$ cat src/common/ccd_status_pkg.sv
`default_nettype none
package ccd_status_pkg;
  localparam int DATA_W = 16;
  localparam int ADDR_W = 8;
  localparam int ROW_W = 12;
  // read offsets per host interface
  localparam logic [7:0] ISA_STATUS_OFS = 8'h06;
  localparam logic [7:0] ISA_MIRROR_OFS = 8'h08;
  localparam logic [7:0] PCI_STATUS_OFS = 8'h08;
  localparam logic [7:0] PCI_MIRROR_OFS = 8'h10;
  // status word bit positions
  localparam int ST_EXPOSE = 0;
  localparam int ST_LINE_DONE = 1;
  localparam int ST_CACHE_OK = 2;
  localparam int ST_TEMP_MIN = 4;
  localparam int ST_TEMP_MAX = 5;
  localparam int ST_SHUTDOWN_DONE = 6;
  localparam int ST_AT_TEMP = 7;
  localparam int ST_GOT_TRIGGER = 10;
  localparam int ST_FRAME_DONE = 11;
  // command word bit used by the status logic
  localparam int CMD_COOLER_SHUTDOWN = 8;
  localparam logic [15:0] STATUS_RESET = 16'h0000;
  localparam logic [15:0] RD_DATA_RESET = 16'h0000;
  localparam logic [12:0] ROW_COUNT_RESET = 13'h0000;
  // zero in the row field means a full 4096-row frame
  localparam logic [12:0] ROW_FULL_FRAME = 13'h1000;
  localparam logic [2:0] SYNC_RESET = 3'h0;
  // reserved status positions: 15:12, 9, 8 and 3
  localparam logic [15:0] STATUS_RSVD_MASK = 16'hF308;
endpackage
`default_nettype wire

$ cat src/common/level_sync_if.sv
`timescale 1ns/1ps
`default_nettype none
interface level_sync_if;
  logic level;
  logic rise;
  modport src(output level, output rise);
  modport dst(input level, input rise);
endinterface
`default_nettype wire

$ cat src/rtl/ccd_camera_status_readback.sv
`timescale 1ns/1ps
`default_nettype none
// Contract
// status bit 0 follows the exposure-active level from the sequencer.
// host polls status bit 11 while bit 0 is high.
// status bit 1 is set when a line is processed and ready.
// status bit 2 high while cached FIFOs allow the next line readout.
// status bit 4 set when cooler cannot drive temperature higher.
// status bit 5 set when cooler cannot drive temperature lower.
// status bit 6 set when cooler shutdown completes after command bit 8.
// status bit 7 high while sensor sits at the set point.
// host may treat first at-temp high as set point reached.
// status bit 10 set when an external trigger is received.
// status bit 11 set once the programmed number of rows is flushed.
// status bits 3, 8, 9 and 15:12 are reserved, read zero.
// readback register returns the current command register contents.
// low 12 bits of the line-count word give rows to flush.
// readback bits 15..8 keep the command layout, cooler enable downward.
// readback bits 7..0 keep the command layout, shutter enable downward.
module ccd_camera_status_readback
  import ccd_status_pkg::*;
(
  input wire logic i_core_clk,
  input wire logic i_srst,
  input wire logic i_pci_sel,
  input wire logic i_rd_strobe,
  input wire logic [ADDR_W-1:0] i_rd_addr,
  input wire logic [DATA_W-1:0] i_command_word,
  input wire logic [DATA_W-1:0] i_flush_row_count_word,
  input wire logic i_expose_active,
  input wire logic i_line_done,
  input wire logic i_cache_read_ok,
  input wire logic i_temp_min_limit,
  input wire logic i_temp_max_limit,
  input wire logic i_shutdown_done,
  input wire logic i_at_temp,
  input wire logic i_ext_trigger_pin,
  input wire logic i_row_flushed,
  output logic [DATA_W-1:0] o_rd_data,
  output logic o_rd_valid,
  output logic o_rd_hit
);
  ////////////////////////////////////////////////////////////////////////////
  level_sync_if trig();

  pin_level_sync u_trig_sync (
    .i_core_clk(i_core_clk),
    .i_srst(i_srst),
    .i_pin(i_ext_trigger_pin),
    .sync(trig.src)
  );

  ////////////////////////////////////////////////////////////////////////////
  logic line_done;
  logic shutdown_done;
  logic got_trigger;
  logic frame_done;
  logic expose_d;
  logic [12:0] row_count;
  logic next_line_done;
  logic next_shutdown_done;
  logic next_got_trigger;
  logic next_frame_done;
  logic [12:0] next_row_count;
  logic [12:0] row_limit;
  logic status_read;
  logic mirror_read;
  logic [DATA_W-1:0] status_word;

  always_comb
  begin
    status_read = i_rd_strobe &&
      (i_rd_addr == (i_pci_sel ? PCI_STATUS_OFS : ISA_STATUS_OFS));
    mirror_read = i_rd_strobe &&
      (i_rd_addr == (i_pci_sel ? PCI_MIRROR_OFS : ISA_MIRROR_OFS));
  end

  // row target; zero in the field is read as a full 4096-row frame
  always_comb
  begin
    row_limit = {1'b0, i_flush_row_count_word[ROW_W-1:0]};
    if (row_limit == ROW_COUNT_RESET)
    begin
      row_limit = ROW_FULL_FRAME;
    end
  end

  // sticky flags clear on a status read; a new event in that cycle wins
  always_comb
  begin
    next_line_done = (line_done && !status_read) || i_line_done;
    next_shutdown_done = (shutdown_done && !status_read) ||
      (i_shutdown_done && i_command_word[CMD_COOLER_SHUTDOWN]);
    next_got_trigger = (got_trigger && !status_read) || trig.rise;
    next_frame_done = frame_done && !status_read;
    next_row_count = row_count;
    // a new exposure restarts the row tally
    if (i_expose_active && !expose_d)
    begin
      next_row_count = ROW_COUNT_RESET;
    end
    else if (i_row_flushed && row_count != row_limit)
    begin
      next_row_count = row_count + 13'h0001;
      if (next_row_count == row_limit)
      begin
        next_frame_done = 1'b1;
      end
    end
  end

  always_ff @(posedge i_core_clk)
  begin
    if (i_srst)
    begin
      line_done <= 1'b0;
      shutdown_done <= 1'b0;
      got_trigger <= 1'b0;
      frame_done <= 1'b0;
      expose_d <= 1'b0;
      row_count <= ROW_COUNT_RESET;
    end
    else
    begin
      line_done <= next_line_done;
      shutdown_done <= next_shutdown_done;
      got_trigger <= next_got_trigger;
      frame_done <= next_frame_done;
      expose_d <= i_expose_active;
      row_count <= next_row_count;
    end
  end

  ////////////////////////////////////////////////////////////////////////////
  // the host sees the poll-time value; R2 and R9 are host habits only
  always_comb
  begin
    status_word = STATUS_RESET;
    status_word[ST_EXPOSE] = i_expose_active;
    status_word[ST_LINE_DONE] = line_done;
    status_word[ST_CACHE_OK] = i_cache_read_ok;
    status_word[ST_TEMP_MIN] = i_temp_min_limit;
    status_word[ST_TEMP_MAX] = i_temp_max_limit;
    status_word[ST_SHUTDOWN_DONE] = shutdown_done;
    status_word[ST_AT_TEMP] = i_at_temp;
    status_word[ST_GOT_TRIGGER] = got_trigger;
    status_word[ST_FRAME_DONE] = frame_done;
  end

  logic [DATA_W-1:0] next_rd_data;
  logic next_rd_valid;
  logic next_rd_hit;

  // unmapped reads still answer, with zero data and hit low
  always_comb
  begin
    next_rd_data = RD_DATA_RESET;
    next_rd_valid = i_rd_strobe;
    next_rd_hit = status_read || mirror_read;
    if (status_read)
    begin
      next_rd_data = status_word;
    end
    else if (mirror_read)
    begin
      next_rd_data = i_command_word;
    end
  end

  always_ff @(posedge i_core_clk)
  begin
    if (i_srst)
    begin
      o_rd_data <= RD_DATA_RESET;
      o_rd_valid <= 1'b0;
      o_rd_hit <= 1'b0;
    end
    else
    begin
      o_rd_data <= next_rd_data;
      o_rd_valid <= next_rd_valid;
      o_rd_hit <= next_rd_hit;
    end
  end

  ////////////////////////////////////////////////////////////////////////////
  a_expose_bit: assert property (
    @(posedge i_core_clk) disable iff (i_srst)
    status_read |=> o_rd_data[ST_EXPOSE] == $past(i_expose_active))
    else $error("expose bit does not follow exposure level");

  a_line_sticky: assert property (
    @(posedge i_core_clk) disable iff (i_srst)
    i_line_done |=> line_done)
    else $error("line done not captured");

  a_cache_bit: assert property (
    @(posedge i_core_clk) disable iff (i_srst)
    status_read ##1 1'b1 |-> o_rd_data[ST_CACHE_OK] == $past(i_cache_read_ok))
    else $error("cache ready bit wrong");

  a_temp_limits: assert property (
    @(posedge i_core_clk) disable iff (i_srst)
    status_read |=> {o_rd_data[ST_TEMP_MAX], o_rd_data[ST_TEMP_MIN]} ==
      $past({i_temp_max_limit, i_temp_min_limit}))
    else $error("cooler limit bits wrong");

  a_shutdown_gate: assert property (
    @(posedge i_core_clk) disable iff (i_srst)
    !shutdown_done &&
      !(i_shutdown_done && i_command_word[CMD_COOLER_SHUTDOWN])
      |=> !shutdown_done)
    else $error("shutdown done set without command");

  a_at_temp_bit: assert property (
    @(posedge i_core_clk) disable iff (i_srst)
    status_read |=> o_rd_data[ST_AT_TEMP] == $past(i_at_temp))
    else $error("at temperature bit wrong");

  // the flag may only come from a synchronised pin edge, never from noise
  a_trigger_set: assert property (
    @(posedge i_core_clk) disable iff (i_srst)
    !got_trigger && !trig.rise |=> !got_trigger)
    else $error("trigger flag set without a pin edge");

  a_trigger_latency: assert property (
    @(posedge i_core_clk) disable iff (i_srst)
    trig.rise |=> got_trigger)
    else $error("trigger not latched");

  a_frame_count: assert property (
    @(posedge i_core_clk) disable iff (i_srst)
    $rose(frame_done) |-> row_count == row_limit)
    else $error("frame done before row target");

  a_reserved_zero: assert property (
    @(posedge i_core_clk) disable iff (i_srst)
    $past(status_read) |-> (o_rd_data & STATUS_RSVD_MASK) == 16'h0000)
    else $error("reserved status bits not zero");

  a_mirror_data: assert property (
    @(posedge i_core_clk) disable iff (i_srst)
    mirror_read |=> o_rd_data == $past(i_command_word) && o_rd_hit)
    else $error("readback differs from command word");
endmodule
`default_nettype wire

$ cat src/rtl/pin_level_sync.sv
`timescale 1ns/1ps
`default_nettype none
module pin_level_sync
  import ccd_status_pkg::*;
(
  input wire logic i_core_clk,
  input wire logic i_srst,
  input wire logic i_pin,
  level_sync_if.src sync
);
  logic [2:0] stage;
  logic level;
  logic rise;
  logic [2:0] next_stage;
  logic next_level;
  logic next_rise;

  // stage[0] feeds stage[1] only; the level moves once stages 1 and 2 agree
  always_comb
  begin
    next_stage = {stage[1:0], i_pin};
    next_level = level;
    if (stage[1] == stage[2])
    begin
      next_level = stage[2];
    end
    next_rise = next_level && !level;
  end

  always_ff @(posedge i_core_clk)
  begin
    if (i_srst)
    begin
      stage <= SYNC_RESET;
      level <= 1'b0;
      rise <= 1'b0;
    end
    else
    begin
      stage <= next_stage;
      level <= next_level;
      rise <= next_rise;
    end
  end

  assign sync.level = level;
  assign sync.rise = rise;

  a_rise_one_cycle: assert property (
    @(posedge i_core_clk) disable iff (i_srst)
    rise |-> level && !$past(level) ##1 !rise)
    else $error("trigger rise pulse malformed");
endmodule
`default_nettype wire

$ cat config.mk
export PLATFORM = sky130hd
export DESIGN_NAME = ccd_camera_status_readback
export DESIGN_NICKNAME = d
export VERILOG_FILES = /design/src/common/ccd_status_pkg.sv /design/src/common/level_sync_if.sv /design/src/rtl/ccd_camera_status_readback.sv /design/src/rtl/pin_level_sync.sv
export SDC_FILE = /design/constraint.sdc
export NUM_CORES = 1
export LEC_CHECK = 0
export ABC_CLOCK_PERIOD_IN_PS = 2050
export BUFFER_PORTS_ARGS = -buffer_cell sky130_fd_sc_hd__buf_4
export CAP_MARGIN = 15
export CORE_MARGIN = 4
export CORE_UTILIZATION = 40
export CTS_BUF_LIST = sky130_fd_sc_hd__clkbuf_2 sky130_fd_sc_hd__clkbuf_4 sky130_fd_sc_hd__clkbuf_8
export DETAILED_ROUTE_END_ITERATION = 10
export GPL_ROUTABILITY_DRIVEN = 0
export PLACE_DENSITY_LB_ADDON = 0.2
export SETUP_SLACK_MARGIN = 0.3
export SYNTH_ARGS = -nofsm -noshare
export SYNTH_HDL_FRONTEND = slang
export SYNTH_SLANG_ARGS = --single-unit
export TNS_END_PERCENT = 1
$ cat constraint.sdc
create_clock -name i_core_clk -period 2.05 [get_ports i_core_clk]
set_clock_uncertainty 0.2 [all_clocks]
set_input_delay 0.205 -clock i_core_clk [delete_from_list [all_inputs] [get_ports i_core_clk]]
set_output_delay 0.205 -clock i_core_clk [all_outputs]
set_load 0.05 [all_outputs]
# --- Word level (Yosys, flattened, before mapping) ---
# Index checks and enable logic that the tools add are counted.
totals:
  in_bits: 53
  regBits: 41
classes:
  add_sub_neg: 1
  n_eq_ne: 5
  n_reduce_logical: 20
  n_bitwise: 1
  muxes: 9
op_table:
  columns: ["operator", "count"]
  rows:
  - ["2-to-1 mux 12 bit", 2]
  - ["adder 13 x 1 -> 13 bit, second input constant", 1]
  - ["== test 13 bit", 1]
  - ["2-to-1 mux 13 bit", 1]
  - ["!= test 13 bit", 1]
  - ["logical NOT 12 bit", 1]
  - ["logical AND 1 bit", 10]
  - ["== test 8 x 4 -> 1 bit", 1]
  - ["== test 8 x 5 -> 1 bit", 1]
  - ["2-to-1 mux 5 bit", 1]
  - ["logical OR 1 bit", 4]
  - ["2-to-1 mux 1 bit", 4]
  - ["2-to-1 mux 4 bit", 1]
  - ["logical NOT 1 bit", 3]
  - ["OR reduction 3 bit", 1]
  - ["OR reduction 2 bit", 1]
  - ["== test 1 bit", 1]
  - ["inverter 1 bit", 1]

# --- Longest topological paths before layout ---
logic_depth:
  depth_word: 8
  depth_mapped: 9
  ltp_nobuf: 7

# --- Hierarchy ---
# A second synthesis with hierarchy kept.
hier_totals:
  cells_unflattened: 207
  hier_area_um2: 1953.1
modules_own_cells:
  columns: ["module", "cells_per_inst", "seq_area_each_um2", "instances", "area_per_inst_um2"]
  rows:
  - ["ccd_camera_status_readback", 195, 720.7, 1, 1804.2]
  - ["pin_level_sync", 12, 100.1, 1, 148.9]

# --- Least setup slack after synthesis ---
# No wires, ideal clock.
synth_timing:
  path_kind: "reg-to-reg"
  from: "register row_count[10]"
  to: "register row_count[1]"
  t_required_ps: 1734
  setup_time_ps: 116
  arrival_ps: 1732
  n_path_buf: 2
  path_stages_with_launch: 9
  slack_ps: 2
  path_cell_list: "dfxtp_1 -> or2_4 -> a2111oi_4 -> nand3_2 -> o21ai_2 -> buf_6 -> buf_12 -> mux2i_1 -> nor2_1"
synth_via:
  elab_chain_len: 2
synth_rtl:
  columns: ["item", "line_no", "rtl"]
  rows:
  - ["start: declaration", "ccd_camera_status_readback.sv:59", "logic [12:0] row_count;"]
  - ["start signal: assignment", "ccd_camera_status_readback.sv:130", "row_count <= next_row_count;"]
  - ["!= test 13 bit", "ccd_camera_status_readback.sv:102", "else if (i_row_flushed && row_count != row_limit)"]
  - ["logical AND 1 bit", "ccd_camera_status_readback.sv:102", null]
# No other way between the ends.
# A chain may end at the register's enable or synchronous reset.

# --- Worst setup path after layout ---
layout_timing:
  from: "register row_count[5]"
  to: "register row_count[8]"
layout_via:
  elab_chain_len: 2
  word_cells_on_any_way: 3
layout_rtl:
  columns: ["item"]
  rows:
  - ["parallel branches: the longest is 2 deep, another holds adder 13 x 1 -> 13 bit"]
# Several ways; the timed one is not identified.

==> impl_metrics.tcl <==
set metrics [dict create \
    synth_flop_cell "dfxtp_1" \
    synth_cells 223 \
    overflow 0 \
    drt_iter0_drc 88 \
    nets 408 \
    grt_pass1_vias 2210 \
    n_antenna_cell 0 \
    worst_slew_pin_slew_ns 0.368 \
    yosysMostFrequentCell "dfxtp_1" \
    clock.fmax_mhz 497 \
    cts_tree "built" \
    peakVddDrop_v 0.000277 \
    multi_input_area_sq_mm 0.00133 \
    period_minus_slack_ns 2.01 \
    ys_ff_latch 41 \
    synth_cell_types 55 \
    wire_per_inst_um 15.0 \
    synthTopCellsByArea "dfxtp_1 (40%), xor2_1 (6.4%), a22o_1 (3.8%)" \
    timing.final.setup_violations 0 \
    crit_path_end_kind "flip-flop" \
    finalNonFillerCells 421 \
    htree_levels 2 \
    rrSetupSlack_ns 0.04 \
    slowest_stage "or4_4" \
    status "finished clean" \
    io_pins 71 \
    timing.hold.ws_ns 0.0864 \
    fillCellCount 372 \
    start_util_pct 42.3 \
    slowest_delay_ns 0.51 \
    drcViolationCount 0 \
    grt_first_pass_wirelength_mm 10.6 \
    totalWireLength_mm 6.31 \
    core_area_sq_mm 0.00485 \
    clock_latency_ns 0.29 \
    pwr_density_cell_mw_per_mm2 469 \
    num_rows 25 \
    vias 2191 \
    final_cell_area_sq_mm 0.00345 \
    critPathMostFrequentCell "buf_4" \
    yosysTopAreaCellShare_pct 40.0 \
    die_h_um 79.6 \
    synth_area_sq_mm 0.00205 \
    drv_cap 0 \
    regMostFlops "o_rd_data" \
    dp_hpwl_mm 4.36 \
    die_area_sq_mm 0.00633 \
    finalHoldViolCount 0 \
    syn_nets 277 \
    cts_buffer_depth 2 \
    largestRegisters "o_rd_data x16, row_count x13, u_trig_sync.stage x3" \
    crit_arrival_ns 2.04 \
    area_growth_pct 68.3 \
    drt-vias-per-instance 5.20 \
    antenna_found_initial 0 \
    rsz0062_at_grt "true" \
    slew_viol_final 0 \
    regArea_sq_um 843 \
    async_reset_ff_share_pct 0 \
    max_slew_margin_pct 75.1 \
    die_w_um 79.6 \
    numCtsBuffers 5 \
    largest_reg_flops 16 \
    post-route-period-util_pct 98.1 \
    synth_top_area_cell "dfxtp_1" \
    drive_above_1_share_pct 45.2 \
    synth_common_cells "dfxtp_1 (41), xor2_1 (15), nand2_1 (13)" \
    cts-root-buf "clkbuf_8" \
    hold_path.class "input port to flip-flop" \
    yosysSeqAreaShare_pct 40.0 \
    clock-sinks 41 \
    worstPathCellList "xor2_2, nor4_4, buf_4, nand3_4, o21ai_2, buf_4, or4_4, a21oi_2" \
    required_ns 2.08 \
    crit_path_max_fanout 8 \
    ant_nets 0 \
    grt_start_max_net_pins 18 \
    synth_edf_count 0 \
    place.port_buffers 66 \
    grt_use_total_pct 21.4 \
    yosysWarnings 0 \
    postSynthAreaPerCell_sq_um 9.19 \
    dpl_cell_area_sq_mm 0.00291 \
    power_leakage_uw 0.00144 \
    clk_pin_slew_ns 0.08 \
    criticalPathCategory "flip-flop to flip-flop" \
    dp.cells 387 \
    start_kind "flip-flop" \
    drt-pass1-iter-count 4 \
]
report_power, final:
part,switching (uW),internal (uW)
clock network,275,266
registers,5.52,801
logic,112,160
timing repair:
| item | 4_1_cts | 5_1_grt |
|---|---|---|
| buffers inserted | 0 | 2 |
| hold endpoints to repair | 21 | 0 |
| resized for setup | 20 | 19 |
| setup endpoints to repair | 14 | 24 |
| hold buffers | 25 | 0 |
| pin swaps | 6 | 14 |
cell families after synthesis:
logic type	count (synthesis)	synth area share, %
flops	41	40.0
buf+inv	14	4.15
simple gates	97	28.0
compound gates	49	17.8
xor+xnor	20	8.91
fa+ha+maj	1	0.610
mux	1	0.488
metrics by stage:
step	setup TNS, ns	util (%)	worst slack, ns	total power [uW]
3_5_place_dp	-0.702	59.9	-0.183	1040
3_3_place_gp	-0.438	59.9	-0.135	1040
4_1_cts	0	68.5	0.0679	1620
6_report	0	71.1	0.0395	1620
5_1_grt	-0.227	71.1	-0.0759	1700
2_1_floorplan	0	-	0.127	912
critical path: cells and delay by family, from the launching register on:
kind	cells	cell delay, ns
simple gates	3	0.66
flops	1	0.34
xor+xnor	1	0.23
compound gates	2	0.21
buf+inv	2	0.32
layer usage:
metal / routed length [um] / GRT usage, % / vias to the layer above
li1: - / - / 1081
met1: 2680 / 26.2 / 1013
met2: 3030 / 36.4 / 88
met3: 477 / 4.06 / 9
met4: 126 / 8.76 / 0
met5: 0 / 0 / -
cell type report:
type	instances	area share (%)
Multi-Input combinational cell	168	38.6
Clock inverter	1	0.218
Sequential cell	41	24.4
Clock buffer	6	2.39
Timing Repair Buffer	137	31.8
Inverter	1	0.109
Tap cell	67	2.43
placed cells by master (no fill, tap or decap), types with 4 or more instances in the layout:
master         count
o21ai_0            5
nor4_1             4
o211ai_1           8
nand4_1            6
dlygate4sd3_1     25
nor2_1            11
buf_4            110
nand3_1           10
a21oi_1            9
clkbuf_8           6
xor2_2             6
a22o_1             9
dfxtp_4            4
nand2_1           13
dfxtp_2            6
nand2b_1           4
dfxtp_1           31
xor2_1             6
or4_1              6
xnor2_1            4
and2_1             9
nor2b_1            7
worst paths after layout:
check                                       startpoint                endpoint  cells after the start
worst max-delay path                      row_count[5]            row_count[8]                      8
worst min-delay path                            i_srst  u_trig_sync.sync.level                      3
worst max register to register            row_count[5]            row_count[8]                      8
worst min register to register  u_trig_sync.sync.level   u_trig_sync.sync.rise                      1
Power figures use the tool's default switching activity.
